## src/rtl/tws_pkg.sv

```systemverilog
/*
 * Constants shared by the two-wire slave port: register offsets, field
 * positions, reset values and phase codes.
 * Assumes an 8-bit register port with byte-wide offsets.
 */
package tws_pkg;

   ////////////////////////////////////////////////////////////////////////////
   // Register offsets
   localparam logic [7:0] FUNC_SEL_OFS  = 8'h9c;
   localparam logic [7:0] CONTROL_OFS   = 8'h9d;
   localparam logic [7:0] OWN_ADDR_OFS  = 8'h9e;
   localparam logic [7:0] DATA_BUF_OFS  = 8'h9f;

   ////////////////////////////////////////////////////////////////////////////
   // Control register fields
   localparam int PORT_ENABLE_BIT = 7;
   localparam int EVENT_FLAG_BIT  = 6;
   localparam int GENERAL_CALL_HIT_BIT    = 4;
   localparam int ACK_ENABLE_BIT  = 3;
   localparam int PHASE_LSB       = 0;

   // Own address register fields
   localparam int ADDR_LSB        = 1;
   localparam int GENERAL_CALL_ENABLE_BIT = 0;

   ////////////////////////////////////////////////////////////////////////////
   // Reset values
   localparam logic [1:0] FUNC_SEL_RST  = 2'h0;
   localparam logic [7:0] OWN_ADDR_RST  = 8'h00;
   localparam logic [7:0] DATA_BUF_RST  = 8'h00;

   // Function select code of the two-wire port
   localparam logic [1:0] FUNC_TWO_WIRE = 2'h2;

   // General-call address
   localparam logic [6:0] GENERAL_CALL_ADDR = 7'h00;

   ////////////////////////////////////////////////////////////////////////////
   // Bit counter landmarks within one nine-clock byte
   localparam logic [3:0] CNT_DATA_DONE = 4'h8;
   localparam logic [3:0] CNT_ACK_DONE  = 4'h9;

   ////////////////////////////////////////////////////////////////////////////
   // Phase field codes
   localparam logic [2:0] PH_IDLE       = 3'h0;
   localparam logic [2:0] PH_ADDR       = 3'h1;
   localparam logic [2:0] PH_RX         = 3'h2;
   localparam logic [2:0] PH_TX         = 3'h3;
   localparam logic [2:0] PH_TX_NACK    = 3'h4;
   localparam logic [2:0] PH_TX_ABORT   = 3'h5;

   // Phase machine states
   typedef enum logic [2:0] {
      TWS_IDLE,
      TWS_ADDR,
      TWS_RX,
      TWS_TX,
      TWS_TX_NACK,
      TWS_TX_ABORT
   } tws_phase_t;

endpackage : tws_pkg

```

## src/rtl/tws_line_if.sv

```systemverilog
/*
 * Synchronised line levels and line events passed from the line
 * synchroniser to the phase engine.
 * Assumes both ends run on core_clk.
 */
`timescale 1ns/100ps
`default_nettype none

interface tws_line_if;
   logic scl;        // Synchronised clock line level
   logic sda;        // Synchronised data line level
   logic scl_rise;   // One-cycle pulse on clock rise
   logic scl_fall;   // One-cycle pulse on clock fall
   logic start_det;  // One-cycle pulse on START
   logic stop_det;   // One-cycle pulse on STOP

   modport src (output scl, sda, scl_rise, scl_fall, start_det, stop_det);
   modport snk (input  scl, sda, scl_rise, scl_fall, start_det, stop_det);
endinterface : tws_line_if

`default_nettype wire

```

## src/rtl/tws_line_sync.sv

```systemverilog
/*
 * Two-flop synchronisers for the clock and data lines, followed by edge,
 * START and STOP detection.
 * Assumes the link clock is far slower than core_clk.
 */
`timescale 1ns/100ps
`default_nettype none

module tws_line_sync (
   input  wire logic   core_clk,
   input  wire logic   rst,
   input  wire logic   scl_in,
   input  wire logic   sda_in,
   tws_line_if.src     line
);

   logic [1:0] scl_meta_r;
   logic [1:0] sda_meta_r;
   logic       scl_prev_r;
   logic       sda_prev_r;

   ////////////////////////////////////////////////////////////////////////////
   // Two-flop synchronisers, first stage read only by the second
   always_ff @(posedge core_clk)
   begin
      if (rst)
      begin
         scl_meta_r <= 2'h3;
         sda_meta_r <= 2'h3;
      end
      else
      begin
         scl_meta_r <= {scl_meta_r[0], scl_in};
         sda_meta_r <= {sda_meta_r[0], sda_in};
      end
   end

   // Previous synchronised levels for edge finding
   always_ff @(posedge core_clk)
   begin
      if (rst)
      begin
         scl_prev_r <= 1'b1;
         sda_prev_r <= 1'b1;
      end
      else
      begin
         scl_prev_r <= scl_meta_r[1];
         sda_prev_r <= sda_meta_r[1];
      end
   end

   ////////////////////////////////////////////////////////////////////////////
   // Line events; START and STOP are data edges with the clock held high
   assign line.scl       = scl_meta_r[1];
   assign line.sda       = sda_meta_r[1];
   assign line.scl_rise  = scl_meta_r[1] & ~scl_prev_r;
   assign line.scl_fall  = ~scl_meta_r[1] & scl_prev_r;
   assign line.start_det = scl_meta_r[1] & scl_prev_r & sda_prev_r & ~sda_meta_r[1];
   assign line.stop_det  = scl_meta_r[1] & scl_prev_r & ~sda_prev_r & sda_meta_r[1];

endmodule : tws_line_sync

`default_nettype wire

```

## src/rtl/tws_slave.sv

```systemverilog
/*
 * Slave-only two-wire serial port: register port, address decode, phase
 * machine, byte shifting and acknowledge handling.
 * Assumes an external pull-up on the data line and a master that owns the
 * clock line; the register port is driven from core_clk.
 */
// The register offsets and the plain strobed port are this design's own decisions.
// Notes on behaviour
// - Byte is eight data clocks plus acknowledge
// - Data line only pulled low or released
// - Slave only, never drives clock line
// - Enabled START moves idle to address phase
// - Own address match pulls acknowledge low
// - Write direction enters receive, acknowledges bytes
// - Receive continues; restart to address, STOP idle
// - Ack enable cleared: no acknowledge, go idle
// - Read direction drives bytes, releases for ack
// - Master low acknowledge sends next byte
// - Ack enable cleared in transmit: phase 101
// - Master high acknowledge: phase 100
// - General call with enable acknowledged, receive
// - No acknowledge leaves data line released
// - Event flag per received byte, software clears
// - Transmit buffer byte, event flag per byte
// - Phase reads 011 while transmitting
// - Event flag on match, restart, STOP
`timescale 1ns/100ps
`default_nettype none

module tws_slave (
   input  wire logic        core_clk,
   input  wire logic        rst,
   input  wire logic [7:0]  reg_addr,
   input  wire logic [7:0]  reg_wdata,
   input  wire logic        reg_wr,
   input  wire logic        reg_rd,
   output logic      [7:0]  reg_rdata,
   input  wire logic        scl_in,
   input  wire logic        sda_in,
   output logic             sda_out,
   output logic             sda_oe
);

   tws_line_if line ();

   logic [1:0]              func_sel_r;
   logic                    port_enable_r;
   logic                    event_flag_r;
   logic                    general_call_hit_r;
   logic                    ack_enable_r;
   logic [6:0]              own_addr_r;
   logic                    general_call_enable_r;
   logic [7:0]              data_buf_r;
   tws_pkg::tws_phase_t     phase_r;
   tws_pkg::tws_phase_t     phase_nxt;
   logic [3:0]              bit_cnt_r;
   logic [7:0]              shift_in_r;
   logic [7:0]              shift_out_r;
   logic                    drive_low_r;
   logic                    master_nack_r;
   logic [7:0]              reg_rdata_r;
   logic                    active;
   logic                    ack_point;
   logic                    byte_end;
   logic                    addr_hit;
   logic                    general_call_match;
   logic                    evt_set;
   logic                    wr_ctrl;
   logic                    rx_done;

   ////////////////////////////////////////////////////////////////////////////
   // Phase code of a machine state
   function automatic logic [2:0] phase_code(input tws_pkg::tws_phase_t ph);
      case (ph)
         tws_pkg::TWS_IDLE:     phase_code = tws_pkg::PH_IDLE;
         tws_pkg::TWS_ADDR:     phase_code = tws_pkg::PH_ADDR;
         tws_pkg::TWS_RX:       phase_code = tws_pkg::PH_RX;
         tws_pkg::TWS_TX:       phase_code = tws_pkg::PH_TX;
         tws_pkg::TWS_TX_NACK:  phase_code = tws_pkg::PH_TX_NACK;
         tws_pkg::TWS_TX_ABORT: phase_code = tws_pkg::PH_TX_ABORT;
         default:               phase_code = tws_pkg::PH_IDLE;
      endcase
   endfunction : phase_code

   // True for states in which the port has been addressed
   function automatic logic is_selected(input tws_pkg::tws_phase_t ph);
      is_selected = (ph != tws_pkg::TWS_IDLE) && (ph != tws_pkg::TWS_ADDR);
   endfunction : is_selected

   ////////////////////////////////////////////////////////////////////////////
   // Line synchroniser and event detector
   tws_line_sync u_line_sync (
      .core_clk (core_clk),
      .rst      (rst),
      .scl_in   (scl_in),
      .sda_in   (sda_in),
      .line     (line.src)
   );

   ////////////////////////////////////////////////////////////////////////////
   // Decodes of the byte position and the first frame
   assign active    = port_enable_r && (func_sel_r == tws_pkg::FUNC_TWO_WIRE);
   assign ack_point = line.scl_fall && (bit_cnt_r == tws_pkg::CNT_DATA_DONE);
   assign byte_end  = line.scl_fall && (bit_cnt_r == tws_pkg::CNT_ACK_DONE);
   assign addr_hit  = (shift_in_r[7:1] == own_addr_r);
   assign general_call_match = general_call_enable_r
                      && (shift_in_r[7:1] == tws_pkg::GENERAL_CALL_ADDR)
                      && !shift_in_r[0];
   assign rx_done   = ack_point && (phase_r == tws_pkg::TWS_RX);
   assign wr_ctrl   = reg_wr && (reg_addr == tws_pkg::CONTROL_OFS);

   // Hardware events that raise the byte event flag
   always_comb
   begin
      evt_set = 1'b0;
      if (active)
      begin
         if (line.start_det && phase_r != tws_pkg::TWS_IDLE)
            evt_set = 1'b1;
         else if (line.stop_det && is_selected(phase_r))
            evt_set = 1'b1;
         else if (ack_point && phase_r == tws_pkg::TWS_ADDR && (addr_hit || general_call_match))
            evt_set = 1'b1;
         else if (ack_point && (phase_r == tws_pkg::TWS_RX || phase_r == tws_pkg::TWS_TX))
            evt_set = 1'b1;
      end
   end

   ////////////////////////////////////////////////////////////////////////////
   // Phase machine next state
   always_comb
   begin
      phase_nxt = phase_r;
      if (!active)
         phase_nxt = tws_pkg::TWS_IDLE;
      else if (line.start_det)
         phase_nxt = tws_pkg::TWS_ADDR;
      else if (line.stop_det)
         phase_nxt = tws_pkg::TWS_IDLE;
      else if (ack_point)
      begin
         case (phase_r)
            tws_pkg::TWS_ADDR:
            begin
               if (general_call_match)
                  phase_nxt = tws_pkg::TWS_RX;
               else if (addr_hit && shift_in_r[0])
                  phase_nxt = tws_pkg::TWS_TX;
               else if (addr_hit)
                  phase_nxt = tws_pkg::TWS_RX;
               else
                  phase_nxt = tws_pkg::TWS_IDLE;
            end
            tws_pkg::TWS_RX:
            begin
               if (!ack_enable_r)
                  phase_nxt = tws_pkg::TWS_IDLE;
            end
            tws_pkg::TWS_TX:
            begin
               if (!ack_enable_r)
                  phase_nxt = tws_pkg::TWS_TX_ABORT;
            end
            default:
               phase_nxt = phase_r;
         endcase
      end
      else if (byte_end && phase_r == tws_pkg::TWS_TX && master_nack_r)
         phase_nxt = tws_pkg::TWS_TX_NACK;
   end

   // Phase register
   always_ff @(posedge core_clk)
   begin
      if (rst)
         phase_r <= tws_pkg::TWS_IDLE;
      else
         phase_r <= phase_nxt;
   end

   ////////////////////////////////////////////////////////////////////////////
   // Bit counter across nine clocks per byte
   always_ff @(posedge core_clk)
   begin
      if (rst)
         bit_cnt_r <= 4'h0;
      else if (!active || line.start_det || line.stop_det)
         bit_cnt_r <= 4'h0;
      else if (byte_end)
         bit_cnt_r <= 4'h0;
      else if (line.scl_rise && bit_cnt_r <= tws_pkg::CNT_DATA_DONE)
         bit_cnt_r <= bit_cnt_r + 4'h1;
   end

   // Receive shifter, sampled on clock rise of the data bits
   always_ff @(posedge core_clk)
   begin
      if (rst)
         shift_in_r <= 8'h00;
      else if (line.scl_rise && bit_cnt_r < tws_pkg::CNT_DATA_DONE)
         shift_in_r <= {shift_in_r[6:0], line.sda};
   end

   // Master acknowledge sampled on the ninth clock rise
   always_ff @(posedge core_clk)
   begin
      if (rst)
         master_nack_r <= 1'b0;
      else if (line.scl_rise && bit_cnt_r == tws_pkg::CNT_DATA_DONE)
         master_nack_r <= line.sda;
   end

   ////////////////////////////////////////////////////////////////////////////
   // Transmit shifter, loaded from the data buffer at each byte start
   always_ff @(posedge core_clk)
   begin
      if (rst)
         shift_out_r <= 8'h00;
      else if (byte_end && phase_r == tws_pkg::TWS_TX && !master_nack_r)
         shift_out_r <= data_buf_r;
      else if (line.scl_fall && phase_r == tws_pkg::TWS_TX
               && bit_cnt_r != 4'h0 && bit_cnt_r < tws_pkg::CNT_DATA_DONE)
         shift_out_r <= {shift_out_r[6:0], 1'b0};
   end

   // Data line pull-down; the line is never driven high
   always_ff @(posedge core_clk)
   begin
      if (rst)
         drive_low_r <= 1'b0;
      else if (!active || line.start_det || line.stop_det)
         drive_low_r <= 1'b0;
      else if (ack_point)
      begin
         case (phase_r)
            tws_pkg::TWS_ADDR: drive_low_r <= addr_hit || general_call_match;
            tws_pkg::TWS_RX:   drive_low_r <= ack_enable_r;
            default:           drive_low_r <= 1'b0;
         endcase
      end
      else if (byte_end)
      begin
         if (phase_r == tws_pkg::TWS_TX && !master_nack_r)
            drive_low_r <= !data_buf_r[7];
         else
            drive_low_r <= 1'b0;
      end
      else if (line.scl_fall && phase_r == tws_pkg::TWS_TX
               && bit_cnt_r != 4'h0 && bit_cnt_r < tws_pkg::CNT_DATA_DONE)
         drive_low_r <= !shift_out_r[6];
   end

   // Open-drain pin: output held low, enable pulls the line
   assign sda_out = 1'b0;
   assign sda_oe  = drive_low_r;

   ////////////////////////////////////////////////////////////////////////////
   // Function select and own address registers
   always_ff @(posedge core_clk)
   begin
      if (rst)
      begin
         func_sel_r            <= tws_pkg::FUNC_SEL_RST;
         own_addr_r            <= tws_pkg::OWN_ADDR_RST[7:1];
         general_call_enable_r <= tws_pkg::OWN_ADDR_RST[tws_pkg::GENERAL_CALL_ENABLE_BIT];
      end
      else if (reg_wr)
      begin
         if (reg_addr == tws_pkg::FUNC_SEL_OFS)
            func_sel_r <= reg_wdata[1:0];
         if (reg_addr == tws_pkg::OWN_ADDR_OFS)
         begin
            own_addr_r            <= reg_wdata[7:1];
            general_call_enable_r <= reg_wdata[tws_pkg::GENERAL_CALL_ENABLE_BIT];
         end
      end
   end

   // Control register bits written by software
   always_ff @(posedge core_clk)
   begin
      if (rst)
      begin
         port_enable_r <= 1'b0;
         ack_enable_r  <= 1'b0;
      end
      else if (wr_ctrl)
      begin
         port_enable_r <= reg_wdata[tws_pkg::PORT_ENABLE_BIT];
         ack_enable_r  <= reg_wdata[tws_pkg::ACK_ENABLE_BIT];
      end
   end

   // Byte event flag: hardware set beats software clear
   always_ff @(posedge core_clk)
   begin
      if (rst)
         event_flag_r <= 1'b0;
      else if (evt_set)
         event_flag_r <= 1'b1;
      else if (wr_ctrl && !reg_wdata[tws_pkg::EVENT_FLAG_BIT])
         event_flag_r <= 1'b0;
   end

   // General-call hit flag, cleared by the next START or STOP
   always_ff @(posedge core_clk)
   begin
      if (rst)
         general_call_hit_r <= 1'b0;
      else if (ack_point && phase_r == tws_pkg::TWS_ADDR && general_call_match && active)
         general_call_hit_r <= 1'b1;
      else if (line.start_det || line.stop_det || !active)
         general_call_hit_r <= 1'b0;
   end

   // Data buffer: received byte lands in the same cycle as the flag rises
   always_ff @(posedge core_clk)
   begin
      if (rst)
         data_buf_r <= tws_pkg::DATA_BUF_RST;
      else if (rx_done && active)
         data_buf_r <= shift_in_r;
      else if (reg_wr && reg_addr == tws_pkg::DATA_BUF_OFS)
         data_buf_r <= reg_wdata;
   end

   ////////////////////////////////////////////////////////////////////////////
   // Read data, valid only in the cycle after the read strobe
   always_ff @(posedge core_clk)
   begin
      if (rst)
         reg_rdata_r <= 8'h00;
      else if (reg_rd)
      begin
         case (reg_addr)
            tws_pkg::FUNC_SEL_OFS: reg_rdata_r <= {6'h00, func_sel_r};
            tws_pkg::CONTROL_OFS:  reg_rdata_r <= {port_enable_r, event_flag_r, 1'b0,
                                                   general_call_hit_r, ack_enable_r,
                                                   phase_code(phase_r)};
            tws_pkg::OWN_ADDR_OFS: reg_rdata_r <= {own_addr_r, general_call_enable_r};
            tws_pkg::DATA_BUF_OFS: reg_rdata_r <= data_buf_r;
            default:               reg_rdata_r <= 8'h00;
         endcase
      end
      else
         reg_rdata_r <= 8'h00;
   end

   assign reg_rdata = reg_rdata_r;

endmodule : tws_slave

`default_nettype wire

```

## config.mk

```make
export PLATFORM = sky130hd
export DESIGN_NAME = tws_slave
export DESIGN_NICKNAME = d
export VERILOG_FILES = /design/src/rtl/tws_pkg.sv /design/src/rtl/tws_line_if.sv /design/src/rtl/tws_line_sync.sv /design/src/rtl/tws_slave.sv
export SDC_FILE = /design/constraint.sdc
export NUM_CORES = 1
export LEC_CHECK = 0
export ABC_AREA = 1
export BUFFER_PORTS_ARGS = -buffer_cell sky130_fd_sc_hd__buf_4
export CAP_MARGIN = 10
export CORE_ASPECT_RATIO = 0.6
export CORE_MARGIN = 8
export CORE_UTILIZATION = 50
export CTS_BUF_LIST = sky130_fd_sc_hd__clkbuf_8
export DETAILED_ROUTE_END_ITERATION = 8
export PLACE_DENSITY = 0.7
export SYNTH_ARGS = -nofsm -noshare
export SYNTH_HDL_FRONTEND = slang
export SYNTH_SLANG_ARGS = --single-unit
```

## constraint.sdc

```tcl
create_clock -name core_clk -period 3.6 [get_ports core_clk]
set_clock_uncertainty 0.05 [all_clocks]
set_input_delay 0.72 -clock core_clk [delete_from_list [all_inputs] [get_ports core_clk]]
set_output_delay 0.72 -clock core_clk [all_outputs]
set_load 0.1 [all_outputs]
```

==> out/results.ini <==
[worst_setup_path]
timing.rr.start = bit_cnt_r[0]
rr_endpoint = data_buf_r[1]
worstPathRequired_ns = 3.81
start_kind = flop
critPathKind = flop to flop
worst-r2r-cell-count = 11
regToRegSetupSlack_ns = 1.80
slowest_stage = dfxtp_1
path_cells = inv_1, ha_1, nand3_2, nor2_4, nand3b_4, nand2_4, inv_2, nand2_1, nand3_1, nand2_1, inv_1
crit_path_end = data_buf_r[1]
cp_max_fo = 10
critPathTopFamily = simple AND/OR/NAND/NOR gates
crit_buf_inv = 3
critPathArrivalTime_ns = 2.01
cp-startpoint = bit_cnt_r[0]
end_kind = flop
slowest_delay_ns = 0.36
crit_cells = 11

[placement]
dpl.hpwl_mm = 5.810
place_ws_ns = 1.500
place_area_sq_mm = 0.003264
port_buffers = 30
place_congestion = 0.9224

[power]
swShare = 0.2585
power_switching_mw = 0.3384
ir_drop_uv = 204.3
pwr-share-clk = 0.428
seqPwrFrac = 0.515
leakage_nw = 1.553
power_frac_comb = 0.057
power_density_mw_per_mm2 = 379.6
intPower_mw = 0.9710

[final_layout]
seqCellArea_sq_mm = 0.001201
drive_gt1_frac = 0.1771
insertedDiodeCount = 0
areaGrowthSynthToFinish_pct = 16.43
design_area_sq_mm = 0.003450
multi_input_area_sq_mm = 0.001429
fill_cells = 563
nets = 483

[synthesis]
ys_ff_latch = 60
synth-simple-area-share = 0.3117
synthTopCellsByCount = nand2_1, inv_1, dfxtp_1, a21oi_1
syn_area_per_cell_sq_um = 7.021
synth.area.top_cells = dfxtp_1, nand2_1, inv_1, a21oi_1, o21ai_0
yosys_warnings = 0
syn-cell-area_sq_mm = 0.002963
synthMuxAreaShare = 0
synthesis.nets = 447
synthArstFlopShare = 0
yosysUniqueCellTypes = 42
synth_compound_area_frac = 0.1508
synth_xor_area_frac = 0.005912
synthFlopType = dfxtp_1
synth_edf_count = 0
yosys.area.top_type_share = 0.4054
synth.most_common_cell = nand2_1
synth_top_area_cell = dfxtp_1
synth-adder-area-share = 0.01267
synth_top_family_by_area = simple AND/OR/NAND/NOR gates
seq_area_frac_synth = 0.4054
synth_cells = 422

[clock_network]
cts_buffers = 9
clk_latency_ns = 0.35
holdBufCountCts = 0
htreeDepth = 3
cts_buffer_depth = 2
post_cts_resized = 0
cts.sinks = 60
cts_tree = yes
clk_pin_slew_worst_paths_ns = 0.08
post_cts_buffers = 0
cts-root-buf = clkbuf_8

[global_routing]
antenna_found_initial = 0
grt_pass1_vias = 2577
overflow = 0
grt_pass1_wl_mm = 12.63
grt_usage = 0.1889
grt_max_degree = 31

[floorplanning]
dieHeight_um = 75.63
initial_core_util = 0.5245
die_w_um = 115.4
core-area_sq_mm = 0.005649
dieArea_sq_mm = 0.008726
fp-row-count = 21
io-pin-count = 32

[timing]
tns_ns = 0
timing.fmax_mhz = 554.5
whs_ns = 0.3605
finalSetupViolCount = 0
slew_violations = 0
period_minus_slack_ns = 1.803
timing.final.ws_setup_ns = 1.797
hold_viol = 0
rsz0062_at_grt = false
post-route-period-util = 0.5010

[routing]
postRouteWirelength_mm = 7.560
drtIter0Drc = 262
wl_met3_um = 917
via_per_inst = 5.249
ant_nets = 0
vias = 2850
wl_met2_mm = 2.821
drt_first_pass_iters = 5
highest_layer = met4
route.detailed.drc = 0
detail_route.wl_per_cell_um = 13.92
met1Wirelength_mm = 3.747

[min_path]
hold_start = u_line_sync.sda_meta_r[0]
hold_path.class = flop to flop

[status]
status = complete, no violations

[flow_run]
drv_cap = 0

-- area by class of cell --
class	count	share of cell area
repair buffers	32	0.06964
well taps	80	0.02902
clock buffers	10	0.03990
inverters	77	0.08524
multi-input cells	278	0.4142
flip-flops and latches	60	0.3482
clock inverters	6	0.01378
-- power groups by stage --
stage | Clock (mW) | Sequential [mW] | Combinational (mW)
floorplan | 0 | 0.688 | 0.0404
detailed placement | 0 | 0.690 | 0.0737
global placement | 0 | 0.690 | 0.0723
global route | 0.609 | 0.675 | 0.0815
finish | 0.560 | 0.675 | 0.0748
CTS | 0.571 | 0.674 | 0.0738
-- worst register-to-register path: stages, from the launching register on --
cell and delay, ns:
dfxtp_1 0.36, inv_1 0.09, ha_1 0.20, nand3_2 0.13
nor2_4 0.23, nand3b_4 0.23, nand2_4 0.17, inv_2 0.05
nand2_1 0.05, nand3_1 0.06, nand2_1 0.06, inv_1 0.04
-- per-layer routing --
layer / vias to the layer above / global-route usage
met1: 1282 / 0.2645
li1: 1428 / -
met2: 131 / 0.2532
met5: - / 0
met3: 9 / 0.08228
met4: 0 / 0.05058
-- state kept, by name, indices dropped and copies added, names as in the netlist, 2 cells and up --
name                    flops
reg_rdata                   8
func_sel_r                  2
u_line_sync.scl_meta_r      2
phase_r                     3
data_buf_r                  8
shift_in_r                  8
own_addr_r                  7
shift_out_r                 7
u_line_sync.sda_meta_r      2
bit_cnt_r                   4
-- metrics by stage --
stage                     std cells  power [mW]    util
after floorplan                 422      0.7286       -
after global placement          527      0.7621  0.5779
after detailed placement        527      0.7633  0.5779
after CTS                       543       1.319  0.6106
after global routing            543       1.366  0.6106
final                           543       1.309  0.6106
-- layout by cell type, fill, tap and decap left out, types with 2 or more instances in the layout --
master    count
dfxtp_1      60
o21ai_0      28
nor3_1        8
nand2_4       2
buf_4        32
nand4_1       5
o21ai_1       3
nor2_1       28
clkinv_4      3
nand3_1      22
clkbuf_8     10
inv_1        68
o22ai_1       6
nand2_1      99
nor2_4        3
nand2_2       4
inv_2         7
a31oi_1       5
inv_6         2
o221ai_1      2
or2_2         4
a21oi_1      29
o211ai_1      6
nand3_2       4
ha_1          3
nor2_2        3
-- worst min-delay path by stage --
stage / endpoint / slack (ns) / depth (start not counted)
6_report: u_line_sync.sda_meta_r[1] / 0.36 / 1
2_1_floorplan: u_line_sync.scl_meta_r[1] / 0.34 / 1
3_5_place_dp: u_line_sync.scl_meta_r[1] / 0.34 / 1
4_1_cts: u_line_sync.scl_meta_r[1] / 0.36 / 1
5_1_grt: u_line_sync.sda_meta_r[1] / 0.37 / 1
3_3_place_gp: u_line_sync.scl_meta_r[1] / 0.34 / 1
-- cell families (layout without fill, tap and decap cells) --
logic type | after synthesis | in the layout
buf+inv | 84 | 125
flops | 60 | 60
other cells | 1 | 1
compound gates | 81 | 81
simple gates | 191 | 191
fa+ha+maj | 3 | 3
xor+xnor | 2 | 2
(Power assumes the default switching activity.)
